[src/fsb_pkg.sv]
// Shared types and constants for the flow-through burst SRAM control block.
// Assumes a single clock domain; no registers reachable by software.
package fsb_pkg;
   localparam int unsigned ADDR_W = 18;
   localparam int unsigned LANES = 2;
   localparam int unsigned LANE_W = 9;
   localparam int unsigned DATA_W = LANES * LANE_W;
   // Sleep entry and recovery, in clock periods
   localparam int unsigned SLEEP_ENTRY_CYC = 2;
   localparam int unsigned SLEEP_RECOVERY_CYC = 2;
   localparam logic [1:0] BURST_STEP_ONE = 2'h1;

   typedef enum logic [1:0] {FSB_IDLE, FSB_READ, FSB_WRITE} fsb_op_t;

   // Synchronous controls sampled on a qualified edge
   typedef struct packed {
      logic chip_sel_first_n;
      logic chip_sel_second;
      logic chip_sel_third_n;
      logic burst_step_or_load;
      logic write_en_n;
      logic [LANES-1:0] lane_write_n;
   } fsb_ctrl_t;
endpackage : fsb_pkg

[src/fsb_ctrl.sv]
// Top of the flow-through burst SRAM control: cycle decode, burst
// sequencing, lane write strobes, data pin drive and sleep handling.
// Assumes a memory controller on the far side; pins except output enable pass two flops.
//
// Functional notes
// - Burst select low steps low address bits linearly, adding one modulo four.
// - Burst select high gives interleaved order, start XOR step count.
// - All selects active, load, write enable high, awake starts read at address.
// - Step input high continues read burst at next address, ignoring selects.
// - Read with output enable inactive is dummy; address advances, pins stay off.
// - Selects active, load, write enable low, some lane low starts write burst.
// - Step during write burst with a lane low writes selected lanes next address.
// - Write start with no lanes selected is a no-op, nothing written.
// - Continuing write with no lanes advances address, leaves memory unchanged.
// - Clock-qualify high makes the edge ignored; access and address state is held, pin flops and sleep tracking still run.
// - Any write cycle tri-states all data and parity pins.
// - Output enable is asynchronous, unsampled, masked during write cycles.
// - Read drives pins only while output enable active and selected.
// - After power-up the device is deselected with pins tri-stated.
// - Each lane select gates its byte and parity; any combination allowed.
// - Write enable high reads regardless of lanes; low with no lanes writes none.
// - Sleep is entered within two cycles; inputs ignored, pins off, data kept.
// - Inactive select at load deselects at once; step then continues deselect.
// - Burst direction captured at burst start, held for the whole burst.
// - Write data follows address by one clock and is captured then.
`timescale 1ns/1ps
module fsb_ctrl #(
   parameter int unsigned ADDR_W = fsb_pkg::ADDR_W,
   parameter int unsigned LANES = fsb_pkg::LANES,
   parameter int unsigned LANE_W = fsb_pkg::LANE_W
) (
   input wire logic ref_clk_i,
   input wire logic nrst_i,
   input wire logic clock_qualify_n_i,
   input wire logic [ADDR_W-1:0] addr_i,
   input wire fsb_pkg::fsb_ctrl_t ctrl_i,
   input wire logic burst_mode_i,
   input wire logic output_enable_n_i,
   input wire logic sleep_request_i,
   input wire logic [LANES*LANE_W-1:0] data_i,
   output logic [LANES*LANE_W-1:0] data_o,
   output logic data_oe_o,
   output logic [ADDR_W-1:0] mem_addr_o,
   output logic [LANES-1:0] mem_lane_we_o,
   output logic [LANES*LANE_W-1:0] mem_wdata_o,
   input wire logic [LANES*LANE_W-1:0] mem_rdata_i,
   output logic asleep_o
);
   localparam int unsigned DW = LANES * LANE_W;

   // Pin synchronisers
   fsb_pkg::fsb_ctrl_t ctrl_s1_reg;
   fsb_pkg::fsb_ctrl_t ctrl_s2_reg;
   logic [ADDR_W-1:0] addr_s1_reg;
   logic [ADDR_W-1:0] addr_s2_reg;
   logic [DW-1:0] data_s1_reg;
   logic [DW-1:0] data_s2_reg;
   logic [1:0] qual_s_reg;
   logic [1:0] mode_s_reg;

   fsb_pkg::fsb_op_t op_reg;
   logic [ADDR_W-1:2] base_reg;
   logic wr_pend_reg;
   logic [LANES-1:0] wr_lanes_reg;
   logic [DW-1:0] rdata_reg;
   logic [1:0] burst_addr;
   logic asleep;
   logic recovering;
   logic qual_edge;
   logic sel_all;
   logic load;
   logic step;
   logic start_rd;
   logic start_wr;
   logic any_lane;

   // Every pin except output enable passes two flops before decode
   always_ff @(posedge ref_clk_i or negedge nrst_i)
   begin
      if (!nrst_i)
      begin
         ctrl_s1_reg <= '0;
         ctrl_s2_reg <= '0;
         addr_s1_reg <= '0;
         addr_s2_reg <= '0;
         data_s1_reg <= '0;
         data_s2_reg <= '0;
         qual_s_reg <= 2'h3;
         mode_s_reg <= 2'h3;
      end
      else
      begin
         ctrl_s1_reg <= ctrl_i;
         ctrl_s2_reg <= ctrl_s1_reg;
         addr_s1_reg <= addr_i;
         addr_s2_reg <= addr_s1_reg;
         data_s1_reg <= data_i;
         data_s2_reg <= data_s1_reg;
         qual_s_reg <= {qual_s_reg[0], clock_qualify_n_i};
         mode_s_reg <= {mode_s_reg[0], burst_mode_i};
      end
   end

   // Sleep takes precedence over any decoded cycle
   fsb_sleep_ctl u_sleep (
      .ref_clk_i(ref_clk_i),
      .nrst_i(nrst_i),
      .sleep_request_i(sleep_request_i),
      .asleep_o(asleep),
      .recovering_o(recovering)
   );

   // Cycle decode; stalled and sleeping edges do nothing
   // Exit from sleep also takes two cycles, so edges in recovery are ignored
   assign qual_edge = !qual_s_reg[1] && !asleep && !recovering;
   assign sel_all = !ctrl_s2_reg.chip_sel_first_n && ctrl_s2_reg.chip_sel_second
                    && !ctrl_s2_reg.chip_sel_third_n;
   assign load = qual_edge && !ctrl_s2_reg.burst_step_or_load;
   assign step = qual_edge && ctrl_s2_reg.burst_step_or_load;
   assign any_lane = !(&ctrl_s2_reg.lane_write_n);
   assign start_rd = load && sel_all && ctrl_s2_reg.write_en_n;
   assign start_wr = load && sel_all && !ctrl_s2_reg.write_en_n;

   // Operation type latched at load, held through the burst
   always_ff @(posedge ref_clk_i or negedge nrst_i)
   begin
      if (!nrst_i)
         op_reg <= fsb_pkg::FSB_IDLE;
      else if (asleep)
         op_reg <= fsb_pkg::FSB_IDLE; // Pending access is abandoned
      else if (load)
      begin
         if (start_rd)
            op_reg <= fsb_pkg::FSB_READ;
         else if (start_wr)
            op_reg <= fsb_pkg::FSB_WRITE;
         else
            op_reg <= fsb_pkg::FSB_IDLE;
      end
   end

   // Upper address captured at burst start
   always_ff @(posedge ref_clk_i or negedge nrst_i)
   begin
      if (!nrst_i)
         base_reg <= '0;
      else if (start_rd || start_wr)
         base_reg <= addr_s2_reg[ADDR_W-1:2];
   end

   // Low address bits; a no-lane write start uses no address
   fsb_burst_seq u_seq (
      .ref_clk_i(ref_clk_i),
      .nrst_i(nrst_i),
      .load_i(start_rd || (start_wr && any_lane)),
      .step_i(step && op_reg != fsb_pkg::FSB_IDLE),
      .interleave_i(mode_s_reg[1]),
      .start_i(addr_s2_reg[1:0]),
      .addr_o(burst_addr)
   );

   assign mem_addr_o = {base_reg, burst_addr};

   // Write beat pending: data arrives on the next qualified edge
   always_ff @(posedge ref_clk_i or negedge nrst_i)
   begin
      if (!nrst_i)
      begin
         wr_pend_reg <= 1'b0;
         wr_lanes_reg <= '0;
      end
      else if (asleep)
         wr_pend_reg <= 1'b0;
      else if (qual_edge)
      begin
         wr_pend_reg <= (start_wr || (step && op_reg == fsb_pkg::FSB_WRITE))
                        && any_lane;
         wr_lanes_reg <= ~ctrl_s2_reg.lane_write_n;
      end
   end

   // Memory write strobes per lane, data one edge after address
   genvar g;
   generate
      for (g = 0; g < LANES; g++)
      begin : g_lane
         assign mem_lane_we_o[g] = wr_pend_reg && qual_edge && wr_lanes_reg[g];
      end
   endgenerate
   assign mem_wdata_o = data_s2_reg;

   // Read data registered from the array
   always_ff @(posedge ref_clk_i or negedge nrst_i)
   begin
      if (!nrst_i)
         rdata_reg <= '0;
      else if (op_reg == fsb_pkg::FSB_READ)
         rdata_reg <= mem_rdata_i;
   end
   assign data_o = rdata_reg;

   // Output enable is used raw, masked by writes, deselect and sleep
   assign data_oe_o = (op_reg == fsb_pkg::FSB_READ) && !output_enable_n_i
                      && !asleep && !wr_pend_reg;
   assign asleep_o = asleep;
endmodule : fsb_ctrl

[src/fsb_burst_seq.sv]
// Two-bit burst address sequencer, linear or interleaved.
// Assumes the caller loads and steps it on qualified edges only.
`timescale 1ns/1ps
module fsb_burst_seq (
   input wire logic ref_clk_i,
   input wire logic nrst_i,
   input wire logic load_i,
   input wire logic step_i,
   input wire logic interleave_i,
   input wire logic [1:0] start_i,
   output logic [1:0] addr_o
);
   logic [1:0] start_reg;
   logic [1:0] count_reg;

   // Start value and step count; address derived from both
   always_ff @(posedge ref_clk_i or negedge nrst_i)
   begin
      if (!nrst_i)
      begin
         start_reg <= 2'h0;
         count_reg <= 2'h0;
      end
      else if (load_i)
      begin
         start_reg <= start_i;
         count_reg <= 2'h0;
      end
      else if (step_i)
         count_reg <= count_reg + fsb_pkg::BURST_STEP_ONE; // Wraps modulo four
   end

   // Linear adds, interleaved xors the step count
   assign addr_o = interleave_i ? (start_reg ^ count_reg)
                                : (start_reg + count_reg);
endmodule : fsb_burst_seq

[src/fsb_sleep_ctl.sv]
// Sleep-request synchroniser and sleep state tracker.
// Assumes the request pin is asynchronous to the reference clock.
`timescale 1ns/1ps
module fsb_sleep_ctl (
   input wire logic ref_clk_i,
   input wire logic nrst_i,
   input wire logic sleep_request_i,
   output logic asleep_o,
   output logic recovering_o
);
   logic sync1_reg;
   logic sync2_reg;
   logic [1:0] rec_cnt_reg;

   // Two-flop synchroniser; its two stages give the two-cycle entry
   always_ff @(posedge ref_clk_i or negedge nrst_i)
   begin
      if (!nrst_i)
      begin
         sync1_reg <= 1'b0;
         sync2_reg <= 1'b0;
      end
      else
      begin
         sync1_reg <= sleep_request_i;
         sync2_reg <= sync1_reg;
      end
   end

   assign asleep_o = sync2_reg;

   // Recovery window after wake; accesses are not expected here
   always_ff @(posedge ref_clk_i or negedge nrst_i)
   begin
      if (!nrst_i)
         rec_cnt_reg <= 2'h0;
      else if (sync2_reg)
         rec_cnt_reg <= 2'(fsb_pkg::SLEEP_RECOVERY_CYC);
      else if (rec_cnt_reg != 2'h0)
         rec_cnt_reg <= rec_cnt_reg - 2'h1;
   end

   assign recovering_o = (rec_cnt_reg != 2'h0);
endmodule : fsb_sleep_ctl

[config.mk]
export PLATFORM = sky130hd
export DESIGN_NAME = fsb_ctrl
export DESIGN_NICKNAME = d
export VERILOG_FILES = /design/src/fsb_pkg.sv /design/src/fsb_ctrl.sv /design/src/fsb_burst_seq.sv /design/src/fsb_sleep_ctl.sv
export SDC_FILE = /design/constraint.sdc
export NUM_CORES = 1
export LEC_CHECK = 0
export BUFFER_PORTS_ARGS = -buffer_cell sky130_fd_sc_hd__clkbuf_2
export CORE_MARGIN = 5
export CORE_UTILIZATION = 54
export DETAILED_ROUTE_END_ITERATION = 7
export GPL_ROUTABILITY_DRIVEN = 0
export GPL_TIMING_DRIVEN = 0
export PLACE_DENSITY = 0.83
export SLEW_MARGIN = 40
export SYNTH_ARGS = -nofsm -noshare
export SYNTH_HDL_FRONTEND = slang
export SYNTH_HIERARCHICAL = 1
export SYNTH_SLANG_ARGS = --single-unit
[constraint.sdc]
create_clock -name ref_clk_i -period 3.4 [get_ports ref_clk_i]
set_clock_uncertainty 0.1 [all_clocks]
set_input_delay 0.68 -clock ref_clk_i [delete_from_list [all_inputs] [get_ports ref_clk_i]]
set_output_delay 0.68 -clock ref_clk_i [all_outputs]
set_load 0.05 [all_outputs]
==> qor.csv <==
metric,value,unit
"commonest non-fill, non-tap cell in the layout",dfrtp_1,
"antenna viol nets, final",0,
worst-margin pin slew,474,ps
Required @ worst endpoint,2620,ps
cell row count,32,
DR iter-0 viols,32,
Finished Layout Cells,483,
Tmin final,2850,ps
crit path launch type,register,
largest net degree at the start of global routing,77,
CP max FO,5,
synth warn,6,
die width,98.3,um
Worst R2R Path Depth,8,
# Post-CTS Setup Buffers,0,
post-route cell area,5530,um^2
minimum hold slack,60.6,ps
Die Height,98.3,um
Vias,2271,
Placed Instances,451,
reg-to-reg critical path endpoint,u_seq/start_reg[1],
nets,437,
outcome,completed,
overall routing resource usage,0.171,
Max-Cap Viols,0,
"Period Utilization, post-route",0.838,
most frequent cells in the layout,"133 x dfrtp_1, 123 x clkbuf_2, 27 x mux2_2",
clk root buf,clkbuf_8,
CP max stage cell,dfrtp_1,
Syn Nets,293,
vias per cell,4.70,
detailed-route wire length per cell,15.4,um
# resized after CTS,0,
Area Growth Syn to Fin,31.5,%
"Setup violations, final",0,
cts bufs inserted,17,
die area,9660,um^2
CTS H-tree lvls,4,
syn avg cell area,18.8,um^2
gr ovfl total,0,
hold crit path type,input pin to async pin,
DP HPWL,5.01,mm
Port Buf Inserts,124,
cell family with most CP delay,buffers and inverters,
post-placement cell area,4990,um^2
vias in the first global route,2634,
worst-skew pair later-pin latency,490,ps
number of synthesized register bits,137,
Max Buffers Root-to-Sink,2,
Routed met2 length,3.62,mm
final number of hold-violating endpoints,0,
share of layout cells above drive strength 1,0.528,
fillcell total,493,
crit-path cells,inv_1 -> ha_1 -> inv_1 -> nor3_1 -> and3_1 -> clkbuf_2,
# DRC,0,
IO Count,125,
met3 WL,846,um
top layer in use,met4,
power per standard cell area,745,nW/um^2
Lkg Pwr,2.79,nW
biggest cell delay along the critical path,390,ps
DRT Pass-1 Iters,3,
Synth cell types,31,
ANT cells,0,
antenna violations before repair,0,
clk sink count,137,
RR Startpoint,u_sleep/rec_cnt_reg[0],
met1 wire length,2.88,mm
clk slew on worst S/H paths,60,ps
first-pass GRT wire length,12.7,mm
Slew HR,0.684,
CP Capture Type,primary output,
Synth Instances,224,
VDD IR max,0.462,mV
"most used cell, CP",inv_1,
CTS Hold Buffers Added,0,
CTS tree,done,
critical path type,register to primary output,
mapped cell area,4210,um^2
f_max,0.351,GHz
RSZ-0062 raised after global routing,no,
worst path bufs/invs,3,
routed wire length,7.42,mm
CP arrival,2070,ps
core area,7650,um^2
Reg2Reg Setup Slack,910,ps
register area share after synthesis,0.816,
initial core utilization,0.550,
Final Slew Violations,0,
total power,4.12,mW
## cells in the mapped netlist (all sizes together)
cell	number	share of area
nor4	2	0.0065
nand2	4	0.0054
a21bo	1	0.0024
a21boi	1	0.0018
nor3	1	0.0012
nor3b	1	0.0030
nand3	1	0.0012
a311oi	1	0.0021
dfstp	4	0.025
dfrtp	133	0.79
o21ai	6	0.0071
inv	3	0.0027
ha	2	0.0059
clkbuf	2	0.0018
and3	2	0.0030
nor2b	1	0.0015
a211o	1	0.0021
buf	3	0.0051
or3	1	0.0015
nor2	7	0.0062
nand3b	3	0.0054
nand2b	1	0.0015
mux2	36	0.10
xor2	1	0.0021
xnor2	3	0.0062
a21oi	3	0.0045
## worst max path at each step
stage                               endpoint  cells past startpoint                    from  slack, ps
after detailed placement  u_seq/start_reg[0]                      8  u_sleep/rec_cnt_reg[0]        960
after global routing        mem_lane_we_o[1]                      6  u_sleep/rec_cnt_reg[0]        350
after CTS                   mem_lane_we_o[1]                      6  u_sleep/rec_cnt_reg[0]        520
after floorplan                    data_oe_o                      4               op_reg[1]        300
after global placement        data_s1_reg[2]                      1                  nrst_i       -410
final                       mem_lane_we_o[1]                      6  u_sleep/rec_cnt_reg[0]        550
## stage by stage
stage | setup TNS (ps) | worst slack [ps] | utilization
global placement | -53370 | -407 | 0.648
detailed placement | 0 | 961 | 0.653
floorplan | 0 | 301 | -
global route | 0 | 355 | 0.724
CTS | 0 | 524 | 0.724
finish | 0 | 552 | 0.724
## logic make-up after synthesis
| family | Yosys count | share of synthesized area |
|---|---|---|
| buffers and inverters | 8 | 0.00951 |
| XOR/XNOR | 4 | 0.00832 |
| flip-flops | 137 | 0.816 |
| AO/OA/AOI/OAI | 13 | 0.0199 |
| multiplexers | 36 | 0.104 |
| adder cells (fa/ha/maj) | 2 | 0.00594 |
| AND/OR/NAND/NOR | 24 | 0.0363 |
## routing by layer
metal	up-vias	GRT usage
li1	1040	-
met1	1124	0.199
met2	101	0.269
met3	6	0.0936
met4	0	0.0599
met5	-	0
## power by group
group	switching, mW	internal [mW]
clock network	0.662	0.978
logic	0.446	0.180
registers	0.0716	1.78
## layout make-up
class	instances	area (um^2)	area share
well taps	102	128	0.0231
multi-input cells	79	736	0.133
clock inverters	12	115	0.0208
clock buffers	20	425	0.0769
plain buffers	5	28.8	0.00520
inverters	3	11.3	0.00203
repair buffers	125	657	0.119
flip-flops and latches	137	3430	0.620
Note: power is estimated with default switching activity, not from simulation.
